==> config.mk <==
export PLATFORM = sky130hd
export DESIGN_NAME = seewa_core
export DESIGN_NICKNAME = d
export VERILOG_FILES = /design/src/logic/seewa_pkg.sv /design/src/logic/seewa_core.sv
export VERILOG_INCLUDE_DIRS = /design/src /design/src/logic
export SDC_FILE = /design/constraint.sdc
export NUM_CORES = 1
export LEC_CHECK = 0
export BUFFER_PORTS_ARGS = -buffer_cell sky130_fd_sc_hd__buf_2
export CAP_MARGIN = 15
export CORE_MARGIN = 2
export CORE_UTILIZATION = 40
export DETAILED_ROUTE_END_ITERATION = 8
export PLACE_DENSITY = 0.61
export SETUP_SLACK_MARGIN = 0.4
export SYNTH_ARGS = -nofsm -noshare
export SYNTH_HDL_FRONTEND = slang
export SYNTH_SLANG_ARGS = --single-unit
export TNS_END_PERCENT = 20
==> constraint.sdc <==
create_clock -name clk -period 3.9 [get_ports clk]
set_clock_uncertainty 0.05 [all_clocks]
set_input_delay 0.975 -clock clk [delete_from_list [all_inputs] [get_ports clk]]
set_output_delay 0.975 -clock clk [all_outputs]
set_load 0.005 [all_outputs]
==> src/logic/seewa_cfg.svh <==
// Purpose: constants for the serial EEPROM erase and write-all command block
// Assumes: x16 organisation, 64 words, 100 MHz core clock
// Notes:   program cycle time is a parameter default of the top module
`ifndef SEEWA_CFG_SVH
`define SEEWA_CFG_SVH

`define SEEWA_WORD_W        16
`define SEEWA_ADDR_W        6
`define SEEWA_DEPTH         64
`define SEEWA_OP_W          2
`define SEEWA_OP_ERASE      2'h3
`define SEEWA_OP_WRITE      2'h1
`define SEEWA_OP_READ       2'h2
`define SEEWA_OP_SPECIAL    2'h0
`define SEEWA_SUB_ENABLE    2'h3
`define SEEWA_SUB_DISABLE   2'h0
`define SEEWA_SUB_CLEARALL  2'h2
`define SEEWA_SUB_WRITEALL  2'h1
`define SEEWA_CLK_MHZ       100
`define SEEWA_PROG_TIME_US  5000
`define SEEWA_PROG_CYCLES   (`SEEWA_PROG_TIME_US * `SEEWA_CLK_MHZ)
`define SEEWA_HDR_BITS      9
`define SEEWA_ERASED_WORD   16'hFFFF

`endif

==> src/logic/seewa_pkg.sv <==
// Purpose: types for the serial EEPROM erase and write-all command block
// Assumes: constants come from seewa_cfg.svh
// Notes:   none
`include "seewa_cfg.svh"

package seewa_pkg;

    typedef enum logic [1:0] {
        SEEWA_IDLE,
        SEEWA_SHIFT,
        SEEWA_WAIT
    } seewa_state_t;

    typedef enum logic [1:0] {
        SEEWA_JOB_NONE,
        SEEWA_JOB_ERASE,
        SEEWA_JOB_CLEARALL,
        SEEWA_JOB_WRITEALL
    } seewa_job_t;

    typedef struct packed {
        seewa_job_t                 job;
        logic [`SEEWA_ADDR_W-1:0]   addr;
        logic [`SEEWA_WORD_W-1:0]   data;
    } seewa_cmd_t;

endpackage : seewa_pkg

==> src/logic/seewa_core.sv <==
// Purpose: serial EEPROM erase, erase-all and write-all command handling
// Assumes: serial pins are asynchronous and sampled by clk
// Notes:   memory array is held in flip-flops for model purposes
// Operation
// - Select fall after erase starts clear
// - Internal cycle runs without serial clock
// - Host polls busy by raising select
// - Erased word reads all ones
// - Select fall after clear-all clears array
// - Clear-all leaves every bit one
// - Select fall after write-all stores everywhere
// - Write-all needs no prior erase
// - Start bit, opcode, address, data format
// - Output low busy, high ready
// - Programming needs prior write enable
`timescale 1ns/1ns
`include "seewa_cfg.svh"

module seewa_core
    import seewa_pkg::*;
#(
    parameter int unsigned PROG_CYCLES = `SEEWA_PROG_CYCLES
) (
    // Clock and reset
    input  wire logic                     clk,
    input  wire logic                     rst_n,
    // Serial pins
    input  wire logic                     chipSelect,
    input  wire logic                     serial_clock,
    input  wire logic                     serial_data_in,
    output logic                          serialDataOut,
    output logic                          serialDataOutEn,
    // Array inspection and busy status
    input  wire logic [`SEEWA_ADDR_W-1:0] peekAddr,
    output logic [`SEEWA_WORD_W-1:0]      peekData,
    output logic                          busy
);

    logic [2:0]                 csSync;
    logic [2:0]                 skSync;
    logic [1:0]                 diSync;
    logic                       csRise;
    logic                       csFall;
    logic                       skRise;
    seewa_state_t               state_reg;
    logic [4:0]                 bitCnt_reg;
    logic [`SEEWA_HDR_BITS-1:0] hdr_reg;
    logic [`SEEWA_WORD_W-1:0]   data_reg;
    logic                       writeEn_reg;
    seewa_cmd_t                 pend_reg;
    seewa_cmd_t                 run_reg;
    logic [31:0]                timer_reg;
    logic                       busy_reg;
    logic                       doActive_reg;
    logic [`SEEWA_WORD_W-1:0]   mem [`SEEWA_DEPTH];
    logic [`SEEWA_WORD_W-1:0]   peekData_reg;
    logic [`SEEWA_OP_W-1:0]     opcode;
    logic [`SEEWA_OP_W-1:0]     subOp;
    logic                       progDone;

    // Second stage onward only feeds logic
    always_ff @(posedge clk or negedge rst_n) begin
        if (!rst_n) begin
            csSync <= 3'h0;
            skSync <= 3'h0;
            diSync <= 2'h0;
        end else begin
            csSync <= {csSync[1:0], chipSelect};
            skSync <= {skSync[1:0], serial_clock};
            diSync <= {diSync[0], serial_data_in};
        end
    end

    assign csRise = csSync[1] & ~csSync[2];
    assign csFall = ~csSync[1] & csSync[2];
    assign skRise = skSync[1] & ~skSync[2];
    assign opcode = hdr_reg[7:6];
    assign subOp  = hdr_reg[5:4];
    assign progDone = busy_reg && (timer_reg == 32'h0);

    // Instruction shifter: start bit, 2-bit opcode, 6-bit address, data
    always_ff @(posedge clk or negedge rst_n) begin
        if (!rst_n) begin
            state_reg  <= SEEWA_IDLE;
            bitCnt_reg <= 5'h0;
            hdr_reg    <= '0;
            data_reg   <= '0;
        end else if (!csSync[1]) begin
            state_reg  <= SEEWA_IDLE;
            bitCnt_reg <= 5'h0;
        end else if (skRise) begin
            case (state_reg)
                SEEWA_IDLE: begin
                    // Leading zeros are ignored until the start bit
                    if (diSync[1] && !busy_reg) begin
                        hdr_reg    <= {{(`SEEWA_HDR_BITS-1){1'b0}}, 1'b1};
                        bitCnt_reg <= 5'h1;
                        state_reg  <= SEEWA_SHIFT;
                    end
                end
                SEEWA_SHIFT: begin
                    if (bitCnt_reg < 5'(`SEEWA_HDR_BITS)) begin
                        hdr_reg <= {hdr_reg[`SEEWA_HDR_BITS-2:0], diSync[1]};
                    end else begin
                        data_reg <= {data_reg[`SEEWA_WORD_W-2:0], diSync[1]};
                    end
                    bitCnt_reg <= bitCnt_reg + 5'h1;
                    if (bitCnt_reg == 5'(`SEEWA_HDR_BITS + `SEEWA_WORD_W - 1)) begin
                        state_reg <= SEEWA_WAIT;
                    end
                end
                SEEWA_WAIT: state_reg <= SEEWA_WAIT;
                default:    state_reg <= SEEWA_IDLE;
            endcase
        end
    end

    // Decode the shifted frame into a pending job
    always_ff @(posedge clk or negedge rst_n) begin
        if (!rst_n) begin
            writeEn_reg <= 1'b0;
            pend_reg    <= '0;
        end else if (csSync[1]) begin
            pend_reg.job <= SEEWA_JOB_NONE;
            if (bitCnt_reg >= 5'(`SEEWA_HDR_BITS) && hdr_reg[8]) begin
                pend_reg.addr <= hdr_reg[`SEEWA_ADDR_W-1:0];
                pend_reg.data <= data_reg;
                if (opcode == `SEEWA_OP_ERASE && writeEn_reg) begin
                    pend_reg.job <= SEEWA_JOB_ERASE;
                end else if (opcode == `SEEWA_OP_SPECIAL) begin
                    if (subOp == `SEEWA_SUB_CLEARALL && writeEn_reg) begin
                        pend_reg.job <= SEEWA_JOB_CLEARALL;
                    end else if (subOp == `SEEWA_SUB_WRITEALL && writeEn_reg
                                 && state_reg == SEEWA_WAIT) begin
                        pend_reg.job <= SEEWA_JOB_WRITEALL;
                    end
                end
            end
            if (bitCnt_reg == 5'(`SEEWA_HDR_BITS) && hdr_reg[8]
                && opcode == `SEEWA_OP_SPECIAL) begin
                if (subOp == `SEEWA_SUB_ENABLE) begin
                    writeEn_reg <= 1'b1;
                end else if (subOp == `SEEWA_SUB_DISABLE) begin
                    writeEn_reg <= 1'b0;
                end
            end
        end
    end

    // Self-timed cycle on the core clock; serial clock is not needed
    always_ff @(posedge clk or negedge rst_n) begin
        if (!rst_n) begin
            busy_reg  <= 1'b0;
            timer_reg <= 32'h0;
            run_reg   <= '0;
        end else if (csFall && !busy_reg && pend_reg.job != SEEWA_JOB_NONE) begin
            busy_reg  <= 1'b1;
            timer_reg <= PROG_CYCLES - 1;
            run_reg   <= pend_reg;
        end else if (busy_reg) begin
            if (timer_reg != 32'h0) begin
                timer_reg <= timer_reg - 32'h1;
            end else begin
                busy_reg <= 1'b0;
            end
        end
    end

    // Array update at end of cycle; writes overwrite old data directly
    // One process per word, so each word has a single driver
    // Array is not reset: contents stay unknown until first written
    for (genvar g = 0; g < `SEEWA_DEPTH; g++) begin : g_word
        localparam int unsigned WordIdx = g;
        always_ff @(posedge clk) begin
            if (progDone) begin
                case (run_reg.job)
                    SEEWA_JOB_ERASE: begin
                        if (32'(run_reg.addr) == WordIdx) begin
                            mem[g] <= `SEEWA_ERASED_WORD;
                        end
                    end
                    SEEWA_JOB_CLEARALL: mem[g] <= `SEEWA_ERASED_WORD;
                    SEEWA_JOB_WRITEALL: mem[g] <= run_reg.data;
                    default:            mem[g] <= mem[g];
                endcase
            end
        end
    end

    always_ff @(posedge clk or negedge rst_n) begin
        if (!rst_n) begin
            peekData_reg <= '0;
        end else begin
            peekData_reg <= mem[peekAddr];
        end
    end

    // Status output: enabled on select rise during or after a cycle, dropped by a
    // dummy one clocked in once ready, and always on select low
    always_ff @(posedge clk or negedge rst_n) begin
        if (!rst_n) begin
            doActive_reg <= 1'b0;
        end else if (!csSync[1]) begin
            doActive_reg <= 1'b0;
        end else if (csRise && (busy_reg || run_reg.job != SEEWA_JOB_NONE)) begin
            doActive_reg <= 1'b1;
        end else if (skRise && diSync[1] && !busy_reg) begin
            doActive_reg <= 1'b0;
        end
    end

    assign serialDataOutEn = doActive_reg && csSync[1];
    assign serialDataOut   = !busy_reg;
    assign peekData        = peekData_reg;
    assign busy            = busy_reg;

endmodule : seewa_core

==> metrics.csv <==
metric,value,unit
dieArea,117000,um^2
io_pins,30,
synth_edf_count,1024,
rr_worst_depth,6,
netlist.area_leader.share,67.5,%
synth_area_leaders,"edfxtp_1 (67%), mux4_2 (13%), dfrtp_1 (7.6%)",
r2r_slack,590,ps
numCtsBuffers,112,
endpoint_kind,register,
cts_tree,done,
post-synth-top-area-cell,edfxtp_1,
drc_errors,0,
critPathArrivalTime,3600,ps
syn2layout_area_growth,14.6,%
final_cell_mix,"edfxtp_1 (1024), mux4_2 (253), dfrtp_1 (138)",
grt_max_degree,93,
path_max_fanout,64,
vias,23292,
slowest_stage,or4_1,
final_common_cell,edfxtp_1,
root_buffer,clkbuf_16,
path_common_cell,buf_4,
met3_length,8250,um
vias_per_cell,5.65,
power.leakage,0.0203,uW
tightest_slew,995,ps
worstPathRequired,4190,ps
place_area,48600,um^2
grt_pass1_vias,23804,
final_cell_area,52200,um^2
port_buffers,29,
core.rowCount,123,
nets,2549,
setup.worst_path.end,mem[30][11],
finalCritPeriodShare,84.8,%
ctsHoldBuffers,0,
cts_resized,0,
async_flop_share,12.0,%
drtIter0Drc,2377,
grt_usage,18.9,%
r2r_start,timer_reg[27],
gp_congestion,0.821,
design.core.area,113000,um^2
drt-pass1-iter-count,6,
power_density,469,nW/um^2
slowest_delay,620,ps
hpwl,67300,um
clk_pin_slew,60,ps
h-tree-depth,3,
worstPathCellList,"or4_1, or3_1, or3_2, buf_4, nor2_1, buf_4",
syn_avg_cell_area,19.3,um^2
grt_overflow,0,
slew_headroom,33.6,%
drtAntennaViolNets,0,
status,finished clean,
rsz0062_at_grt,no,
cts_sinks,1163,
fin_tns_setup,0,ps
crit_start,timer_reg[27],
wire_per_inst,26.6,um
netlist_area,45600,um^2
antenna_found_initial,4,
clk_latency,690,ps
largest_reg_flops,1024,
dr.max_layer_used,met5,
drt-met1-wl,45000,um
hold_class,reg2reg,
synth_fp_nets,2385,
yosysWarnings,0,
route.met2.wl,53500,um
timing.rr.end,mem[30][11],
setup_viol,0,
yosys_most_used_dff,edfxtp_1,
netlist_instances,2363,
postCtsSetupRepairBufs,0,
grt_pass1_wl,161000,um
irDropWorstVdd,405,uV
chipHeight,342,um
ys_ff_latch,1163,
die_w,342,um
startpoint_type,register,
drive_gt1_share,26.8,%
crit_type,reg2reg,
fmax,0.302,GHz
slew_viol_final,0,
yosysSeqAreaShare,75.1,%
postRouteWirelength,110000,um
finalHoldViolations,0,
initial_core_util,40.4,%
min_period,3310,ps
synth.distinct_cells,50,
clk_path_buf_depth,3,
power,24500,uW
maxCapViolations,0,
critical path: cells and delay by family, from the launching register on:
kind	cells	cell delay, ps
AND/OR/NAND/NOR	4	1790
buffers and inverters	2	690
flip-flops	1	400
cell families (layout without fill, tap and decap cells):
logic type / count (synthesis) / in the layout / synth area share [%]
multiplexers: 360 / 360 / 15.0
other: 0 / 1 / 0
AO/OA/AOI/OAI: 268 / 268 / 3.87
flip-flops: 1163 / 1163 / 75.1
AND/OR/NAND/NOR: 413 / 413 / 4.42
XOR/XNOR: 2 / 2 / 0.0385
buffers and inverters: 146 / 406 / 1.25
adder cells (fa/ha/maj): 11 / 11 / 0.302
area by class of cell:
cell class | count | area, um^2
diodes | 1 | 2.50
fillers | 9349 | 60600
clock inverters | 45 | 418
repair buffers | 184 | 1630
inverters | 12 | 45.0
clock buffers | 165 | 3190
flip-flops and latches | 1163 | 34200
well taps | 1500 | 1880
multi-input cells | 1054 | 10800
cell usage after synthesis (19+ instances only):
cell type / count
edfxtp_1: 1024
mux2i_1: 51
or3_1: 23
o21ai_0: 27
nand2_1: 130
a21oi_1: 89
mux4_2: 253
nor2_1: 97
buf_1: 40
or2_2: 36
mux2_2: 56
clkbuf_1: 78
dfrtp_1: 139
nand2b_1: 19
a22oi_1: 49
nor3_1: 30
power by group:
| group | internal (uW) | leakage (uW) | total (uW) | switching (uW) |
|---|---|---|---|---|
| Sequential | 13400 | 0.0140 | 13400 | 16.3 |
| Clock | 5950 | 0.00176 | 10500 | 4570 |
| Combinational | 211 | 0.00446 | 565 | 354 |
| Total | 19500 | 0.0203 | 24500 | 4940 |
per-stage QoR:
step	hold slack, ps	utilization, %	setup slack, ps	std cells
after global routing	309	46.3	455	4123
final	298	46.3	591	4124
after detailed placement	286	43.0	132	3911
after global placement	286	43.0	123	3911
after CTS	298	46.2	601	4121
after floorplan	281	-	561	2363
per-layer routing:
| metal | up-vias | GRT usage, % |
|---|---|---|
| li1 | 9948 | - |
| met1 | 12327 | 26.0 |
| met2 | 838 | 30.8 |
| met3 | 175 | 3.75 |
| met4 | 4 | 5.13 |
| met5 | - | 0 |
worst min path at each step:
| stage | startpoint | to | slack, ps | cells after the start |
|---|---|---|---|---|
| floorplan | csSync[0] | csSync[1] | 280 | 0 |
| global placement | csSync[0] | csSync[1] | 290 | 0 |
| finish | diSync[0] | diSync[1] | 300 | 0 |
| detailed placement | diSync[0] | diSync[1] | 290 | 0 |
| CTS | diSync[0] | diSync[1] | 300 | 0 |
| global route | diSync[0] | diSync[1] | 310 | 0 |
No activity file was read; power rests on OpenSTA's default activity.
